`config.mk`:
```
export PLATFORM = sky130hd
export DESIGN_NAME = csc_top
export DESIGN_NICKNAME = d
export VERILOG_FILES = /design/src/csc_pkg.sv /design/src/csc_top.sv
export SDC_FILE = /design/constraint.sdc
export NUM_CORES = 1
export LEC_CHECK = 0
export BUFFER_PORTS_ARGS = -buffer_cell sky130_fd_sc_hd__buf_2
export CAP_MARGIN = 25
export CORE_UTILIZATION = 54
export CTS_BUF_LIST = sky130_fd_sc_hd__clkbuf_8 sky130_fd_sc_hd__clkbuf_16
export DETAILED_ROUTE_END_ITERATION = 8
export GPL_ROUTABILITY_DRIVEN = 0
export PLACE_DENSITY = 0.85
export SLEW_MARGIN = 10
export SYNTH_ARGS = -nofsm -noshare
export SYNTH_HDL_FRONTEND = slang
export SYNTH_SLANG_ARGS = --single-unit
export TNS_END_PERCENT = 20
```
`constraint.sdc`:
```
create_clock -name pclk -period 2.8 [get_ports pclk]
set_clock_uncertainty 0.1 [all_clocks]
set_input_delay 0.28 -clock pclk [delete_from_list [all_inputs] [get_ports pclk]]
set_output_delay 0.28 -clock pclk [all_outputs]
set_load 0.03 [all_outputs]
```
`src/csc_pkg.sv`:
```
/*
 Constants, register map and carrier types for the capacitive-sense
 configuration block. Assumes one 50 MHz clock that stands in for the
 main internal oscillator and a 32-bit APB master.
*/
package csc_pkg;

   // ----------------------------------------------------------------
   // Register indices and byte addresses
   // ----------------------------------------------------------------
   localparam int ADDR_W = 12;
   localparam logic [7:0] CSC_CTRL_IDX = 8'ha0;
   localparam logic [7:0] CSC_CFG_IDX = 8'ha1;
   localparam logic [7:0] CSC_SW_IDX = 8'ha2;
   localparam logic [7:0] CSC_RF_IDX = 8'ha3;
   localparam logic [7:0] CSC_CNT_IDX = 8'ha4;
   localparam logic [ADDR_W-1:0] CSC_CTRL_ADDR = {2'h0, CSC_CTRL_IDX, 2'h0};
   localparam logic [ADDR_W-1:0] CSC_CFG_ADDR = {2'h0, CSC_CFG_IDX, 2'h0};
   localparam logic [ADDR_W-1:0] CSC_SW_ADDR = {2'h0, CSC_SW_IDX, 2'h0};
   localparam logic [ADDR_W-1:0] CSC_RF_ADDR = {2'h0, CSC_RF_IDX, 2'h0};
   localparam logic [ADDR_W-1:0] CSC_CNT_ADDR = {2'h0, CSC_CNT_IDX, 2'h0};

   // ----------------------------------------------------------------
   // Reset values and field positions
   // ----------------------------------------------------------------
   localparam logic [7:0] CSC_CFG_RST = 8'h00;
   localparam logic [7:0] CSC_SW_RST = 8'h00;
   localparam logic [7:0] CSC_RF_RST = 8'h00;
   localparam logic [15:0] CSC_CTRL_RST = 16'h0000;
   localparam int CFG_CASCADE = 7;
   localparam int CFG_DIV_LSB = 5;
   localparam int CFG_HSEL = 4;
   localparam int CFG_INV = 3;
   localparam int CFG_SRC_LSB = 0;
   localparam int SW_SCALE_LSB = 6;
   localparam int SW_DIR = 5;
   localparam int SW_CONN = 4;
   localparam int SW_NEG = 3;
   localparam int SW_PROX = 2;
   localparam int SW_POS = 1;
   localparam int SW_RELAX = 0;
   localparam int RF_VSEL = 6;
   localparam int RF_MAN = 5;
   localparam int RF_EN = 4;
   localparam int RF_TC_LSB = 2;
   localparam int RF_ROUTE_LSB = 0;
   localparam int CTL_EN = 0;
   localparam int CTL_SD = 3;
   localparam int CTL_BASE_LSB = 8;

   // ----------------------------------------------------------------
   // Carrier types
   // ----------------------------------------------------------------
   typedef struct packed {
      logic psel;
      logic penable;
      logic pwrite;
      logic [ADDR_W-1:0] paddr;
      logic [31:0] pwdata;
   } csc_apb_req_t;

   typedef struct packed {
      logic [31:0] prdata;
      logic pready;
      logic pslverr;
   } csc_apb_rsp_t;

   typedef struct packed {
      logic sense_count_clock;
      logic timer_clock_tick;
      logic timer_on_prescaled;
      logic sense_pins_bus;
      logic sense_pins_gnd;
      logic ref_pin_bus;
      logic cap_pin_bus;
      logic relax_osc_on;
      logic cs_connect;
      logic cs_direction;
      logic [10:0] cs_level;
      logic ref_power;
      logic ref_select;
      logic ref_bus_connect;
      logic [1:0] filter_time_constant;
      logic filter_ch0;
      logic filter_ch1;
      logic filter_join;
   } csc_analog_t;

   typedef struct packed {
      logic [7:0] cfg;
      logic [7:0] sw;
      logic [7:0] rf;
      logic [15:0] ctl;
      logic [2:0] div;
      logic phase;
      logic [7:0] s1;
      logic [7:0] s2;
      logic rprev;
      logic [7:0] lo;
      logic [7:0] hi;
      csc_apb_rsp_t rsp;
      csc_analog_t ana;
   } csc_state_t;

endpackage

```
`src/csc_top.sv`:
```
/*
 Capacitive-sense configuration block: APB register file, clock divider,
 pin switching controls, analog enables and the two sense byte counters.
 Assumes pclk is the main internal oscillator and that count sources and
 the relaxation oscillator arrive asynchronously from the analog side.
*/
// Implementation choice: the APB slave port.
`timescale 1ns/1ns
module csc_top (
   input wire logic pclk, // main oscillator clock
   input wire logic presetn, // async reset, active low
   input wire csc_pkg::csc_apb_req_t apb_req, // APB request
   output csc_pkg::csc_apb_rsp_t apb_rsp, // APB answer
   input wire logic [6:0] count_sources, // count input sources 0..6
   input wire logic relaxation_osc_clock, // relaxation oscillator
   output csc_pkg::csc_analog_t analog_ctrl, // analog controls
   output logic [15:0] count_value // high and low counters
);
   import csc_pkg::*;

   csc_state_t st;
   csc_state_t nx;

   // ----------------------------------------------------------------
   // Decoded fields
   // ----------------------------------------------------------------
   logic cascade;
   logic [1:0] div_sel;
   logic hsel;
   logic [2:0] src_sel;
   logic en;
   logic sd_mode;
   logic run;
   logic [2:0] mask;
   logic tk;
   logic in_hi;
   logic relax_rise;
   logic lo_inc;
   logic hi_inc;
   logic acc;
   logic wr;
   logic mapped;
   logic [7:0] src_vec;

   assign cascade = st.cfg[CFG_CASCADE];
   assign div_sel = st.cfg[CFG_DIV_LSB +: 2];
   assign hsel = st.cfg[CFG_HSEL];
   assign src_sel = st.cfg[CFG_SRC_LSB +: 3];
   assign en = st.ctl[CTL_EN];
   assign sd_mode = st.ctl[CTL_SD];
   assign run = en && sd_mode;
   assign acc = apb_req.psel && apb_req.penable && !st.rsp.pready;
   // A write lands on the edge where the master sees pready high.
   assign wr = apb_req.psel && apb_req.penable && st.rsp.pready && apb_req.pwrite;
   assign mapped = apb_req.paddr == CSC_CTRL_ADDR || apb_req.paddr == CSC_CFG_ADDR ||
                   apb_req.paddr == CSC_SW_ADDR || apb_req.paddr == CSC_RF_ADDR ||
                   apb_req.paddr == CSC_CNT_ADDR;

   always_comb begin
      // Divider tick: every 1, 2, 4 or 8 clocks.
      mask = 3'h0;
      case (div_sel)
         2'h0: mask = 3'h0;
         2'h1: mask = 3'h1;
         2'h2: mask = 3'h3;
         2'h3: mask = 3'h7;
         default: mask = 3'h0;
      endcase
      tk = (st.div & mask) == mask;
   end

   // Source 7 is a constant zero; the rest are synchronised copies.
   assign src_vec = {1'b0, st.s2[6:0]};
   assign in_hi = src_vec[src_sel] ^ st.cfg[CFG_INV];
   assign relax_rise = st.s2[7] && !st.rprev;
   assign lo_inc = run && tk && in_hi;

   always_comb begin
      hi_inc = 1'b0;
      if (cascade) begin
         hi_inc = lo_inc && st.lo == 8'hff;
      end else if (hsel) begin
         hi_inc = run && relax_rise && in_hi;
      end else begin
         hi_inc = lo_inc;
      end
   end

   // ----------------------------------------------------------------
   // Next state
   // ----------------------------------------------------------------
   always_comb begin
      nx = st;
      nx.div = st.div + 3'h1;
      // Pins swap each divider tick.
      if (tk) begin
         nx.phase = !st.phase;
      end
      // Raw inputs only feed the first stage.
      nx.s1 = {relaxation_osc_clock, count_sources};
      nx.s2 = st.s1;
      nx.rprev = st.s2[7];

      // Counter configuration is writable at any time; keeping it still
      // while enabled is left to software.
      if (wr) begin
         case (apb_req.paddr)
            CSC_CTRL_ADDR: nx.ctl = apb_req.pwdata[15:0];
            CSC_CFG_ADDR: nx.cfg = apb_req.pwdata[7:0];
            CSC_SW_ADDR: nx.sw = apb_req.pwdata[7:0];
            CSC_RF_ADDR: nx.rf = apb_req.pwdata[7:0];
            default: nx.cfg = st.cfg;
         endcase
      end

      if (!en) begin
         nx.lo = 8'h00;
         nx.hi = 8'h00;
      end else begin
         nx.lo = st.lo + {7'h00, lo_inc};
         nx.hi = st.hi + {7'h00, hi_inc};
      end

      // One wait state, then pready with data and error.
      nx.rsp.pready = acc;
      nx.rsp.pslverr = acc && !mapped;
      nx.rsp.prdata = 32'h0000_0000;
      if (acc && !apb_req.pwrite) begin
         case (apb_req.paddr)
            CSC_CTRL_ADDR: nx.rsp.prdata = {16'h0000, st.ctl};
            CSC_CFG_ADDR: nx.rsp.prdata = {24'h000000, st.cfg};
            CSC_SW_ADDR: nx.rsp.prdata = {24'h000000, st.sw};
            CSC_RF_ADDR: nx.rsp.prdata = {24'h000000, st.rf};
            CSC_CNT_ADDR: nx.rsp.prdata = {16'h0000, st.hi, st.lo};
            default: nx.rsp.prdata = 32'h0000_0000;
         endcase
      end

      // Analog controls follow the registers one clock later.
      nx.ana.sense_count_clock = tk;
      nx.ana.timer_clock_tick = tk && st.sw[SW_PROX];
      nx.ana.timer_on_prescaled = sd_mode;
      nx.ana.sense_pins_bus = (st.sw[SW_NEG] || st.sw[SW_PROX]) && st.phase;
      nx.ana.sense_pins_gnd = (st.sw[SW_NEG] || st.sw[SW_PROX]) && !st.phase;
      nx.ana.ref_pin_bus = st.sw[SW_POS] && st.phase;
      nx.ana.cap_pin_bus = st.sw[SW_POS] && !st.phase;
      nx.ana.relax_osc_on = st.sw[SW_RELAX];
      nx.ana.cs_connect = st.sw[SW_CONN] || st.sw[SW_RELAX] || st.sw[SW_PROX];
      // Direction only matters while the source is in use.
      nx.ana.cs_direction = st.sw[SW_DIR] &&
                            (st.sw[SW_CONN] || st.sw[SW_PROX] || sd_mode);
      // Level is base shifted by scale: 1X, 2X, 4X, 8X.
      nx.ana.cs_level = {3'h0, st.ctl[CTL_BASE_LSB +: 8]} << st.sw[SW_SCALE_LSB +: 2];
      nx.ana.ref_power = st.rf[RF_EN];
      nx.ana.ref_select = st.rf[RF_VSEL];
      // Integration and oscillator own the bus when active.
      nx.ana.ref_bus_connect = st.rf[RF_EN] && st.rf[RF_MAN] && !st.sw[SW_RELAX] &&
                               !st.sw[SW_POS] && !st.sw[SW_NEG];
      nx.ana.filter_time_constant = st.rf[RF_TC_LSB +: 2];
      nx.ana.filter_ch0 = st.rf[RF_ROUTE_LSB +: 2] == 2'h1 ||
                          st.rf[RF_ROUTE_LSB +: 2] == 2'h3;
      nx.ana.filter_ch1 = st.rf[RF_ROUTE_LSB +: 2] == 2'h2 ||
                          st.rf[RF_ROUTE_LSB +: 2] == 2'h3;
      nx.ana.filter_join = st.rf[RF_ROUTE_LSB +: 2] == 2'h3;
   end

   always_ff @(posedge pclk or negedge presetn) begin
      if (!presetn) begin
         st <= '0;
      end else begin
         st <= nx;
      end
   end

   assign apb_rsp = st.rsp;
   assign analog_ctrl = st.ana;
   assign count_value = {st.hi, st.lo};
endmodule // csc_top

```
==> run summary <==
Min Tclk post-route: 2480 ps
GRT Resource Usage Total: 21.5%
EDFF count, synth: 0
Internal power: 3070 uW
Max_cap viols: 0
Initial antenna violation count: 0
Die X: 105 um
FF+latch area: 3100 sq um
Startpoint types: flop
Worst min-delay path class: primary input to flop
Critical R2R Capture: count_value[4]
Actual slew at the worst max-slew pin: 732 ps
Post_cts resized: 0
Yosys warns: 0
PnR worst setup slack: 316 ps
CTS buffer count: 17
Vias after detailed routing: 3446
Distinct cells, synth: 46
Vias in the first global route: 3499
Async SR Flop Fraction: 100%
Max-slew violation count: 0
Final worst-path cycle share: 88.7%
Clock sinks: 124
Synth Instances: 456
Maximum clock frequency: 403 MHz
Fin Setup TNS: 0 ps
Register area share after synthesis: 54.6%
Area grow syn2layout: 15.9%
Number of port buffers: 103
Ports: 136
H-tree Lvls: 4
GRT overflow: 0
#FFs+latches synth: 124
Final setup vio count: 0
Cell Area, Synth: 5680 sq um
Drt first pass iters: 5
Die Ht: 105 um
Max FO, Critical Path: 4
Arr. time, crit path: 2790 ps
Detailed-route wire length per cell: 16.1 um
Overall die area: 10900 sq um
Drt initial violations: 293
Syn_area_per_cell: 12.5 sq um
Commonest non-fill, non-tap cells in the layout: dfrtp_1 (124), buf_2 (102), mux2_2 (39)
Crit path kind: flop to flop
Path depth of the worst reg2reg path: 9
Clock buffer depth: 2
Reg2Reg Setup Slack: 320 ps
Post-CTS Hold Buffers: 27
Post-route ant nets: 0
First-pass GRT wire length: 17.6 mm
RSZ-0062 raised after global routing: false
Post-placement cell area: 5770 sq um
Switching share of power: 22.8%
Clk_lat worst skew: 520 ps
Worst Hold Launch: apb_req[37]
Final instance area: 6590 sq um
Multi-input combinational cell area: 1930 sq um
VDD IR max: 0.359 mV
FP Rows: 37
Initial core utilization: 55.3%
Final wirelength: 10.8 mm
Core Footprint: 10300 sq um
Pwr dens: 604 nW/um^2
Largest net degree at the start of global routing: 61
Status: complete, no violations
Final hold violation count: 0
Hold Crit Endpoint: apb_rsp[0]
Filler cell count: 746
Most common cell after layout, fill and taps aside: dfrtp_1
Residual DRC: 0
Post-CTS Setup Bufs: 0
Max-slew headroom: 51.2%
Hold path depth: 4
Layout cell share with drive strength beyond 1: 35.9%
CTS root buffer: clkbuf_8
Clk pin slew, worst setup/hold paths: 60 ps
Diode count: 0
Pre-CTS setup slack: 363 ps
Worst R2R Start: div_sel[1]
Comb pwr share: 4.3%
CP endpoint kind: flop
Net switching power figure: 909 uW
Final HPWL DP: 7.21 mm
Nets: 587
Sequential power share: 45.6%
CP Data Required Time: 3110 ps
Leak: 0.00341 uW
CTS tree: yes
Routed vias/inst: 5.11
Clock group share of total power: 50.1%
Top_reg_cell synth: dfrtp_1
state kept, by name (all words and copies together) (netlist names), 2 cells and up:
name and flops:
apb_rsp 18, src_vec 7, src_sel 3, analog_ctrl 29, count_value 16, div_sel 2
st 31, nx 15
through the flow:
step                power [uW]  util (%)  hold WS (ps)  instances
CTS                       4000      64.1         0.919        674
global placement          1980      56.1           233        615
detailed placement        1990      56.1           235        615
floorplan                 1930         -          -116        471
finish                    3980      64.1          18.1        674
global route              4120      64.1          14.3        674
cells by family after synthesis:
kind of cell             share of synthesized area, %
other                                          0.0660
adder cells (fa/ha/maj)                          1.10
flip-flops                                       54.6
AO/OA/AOI/OAI                                    4.32
multiplexers                                     15.1
buffers and inverters                            12.5
AND/OR/NAND/NOR                                  10.1
XOR/XNOR                                         2.16
area by class of cell:
type | count | share of cell area, %
Sequential cell | 124 | 47.1
Multi-Input combinational cell | 245 | 29.2
Timing Repair Buffer | 133 | 12.5
Clock buffer | 18 | 6.50
Tap cell | 136 | 2.58
Clock inverter | 14 | 1.84
Inverter | 4 | 0.228
metal layers:
layer / vias to the layer above / wire length, um / track usage [%]
met2: 118 / 5410 / 35.5
met3: 16 / 696 / 7.74
met4: 0 / 207 / 7.85
li1: 1599 / - / -
met1: 1713 / 4510 / 25.9
met5: - / 0 / 0
worst max-delay path, stage by stage, from the launching register on:
cell      delay, ps
dfrtp_1         410
nor2b_1         140
o21ai_0         360
and2_1          270
a21boi_0        220
ha_1            250
ha_1            230
nand3_1         110
xnor2_1         130
and2_1          150
synth_stat cells (2+ instances only):
master / n / share of area, %
nand4_1: 3 / 0.33
or4_1: 2 / 0.26
nand3b_1: 4 / 0.53
ha_1: 5 / 1.1
nor3_1: 2 / 0.18
nand2_2: 2 / 0.22
and2_1: 18 / 2.0
a22oi_1: 10 / 1.3
clkbuf_1: 13 / 0.86
o22a_1: 8 / 1.2
xnor2_1: 8 / 1.2
dfrtp_1: 124 / 55
buf_2: 3 / 0.26
mux2_4: 10 / 2.6
xor2_1: 6 / 0.92
mux2i_1: 27 / 4.8
nor2_1: 25 / 1.7
nand3_1: 7 / 0.62
and4_1: 4 / 0.62
or3_1: 3 / 0.33
buf_4: 80 / 11
and3_1: 3 / 0.33
a21oi_1: 3 / 0.26
o21ai_0: 5 / 0.44
nand2_1: 11 / 0.73
mux2_2: 39 / 7.7
nor3b_1: 2 / 0.26
a21boi_0: 2 / 0.26
nor2b_1: 7 / 0.77
inv_1: 4 / 0.26
power by group through the flow:
stage                     Sequential (uW)  Clock [uW]  Combinational [uW]
final                                1810        1990                 173
after global routing                 1810        2120                 190
after CTS                            1810        2020                 175
after detailed placement             1840           0                 145
after global placement               1840           0                 141
after floorplan                      1840           0                82.6
worst max path at each step:
stage	startpoint	to	slack [ps]	cells after the start
after global routing	div_sel[1]	count_value[4]	170	9
final	div_sel[1]	count_value[4]	320	9
after floorplan	src_sel[2]	count_value[4]	680	10
after detailed placement	div_sel[1]	count_value[4]	360	9
after global placement	div_sel[1]	count_value[4]	430	9
after CTS	div_sel[1]	count_value[4]	350	9
Note: power is estimated with default switching activity, not from simulation.
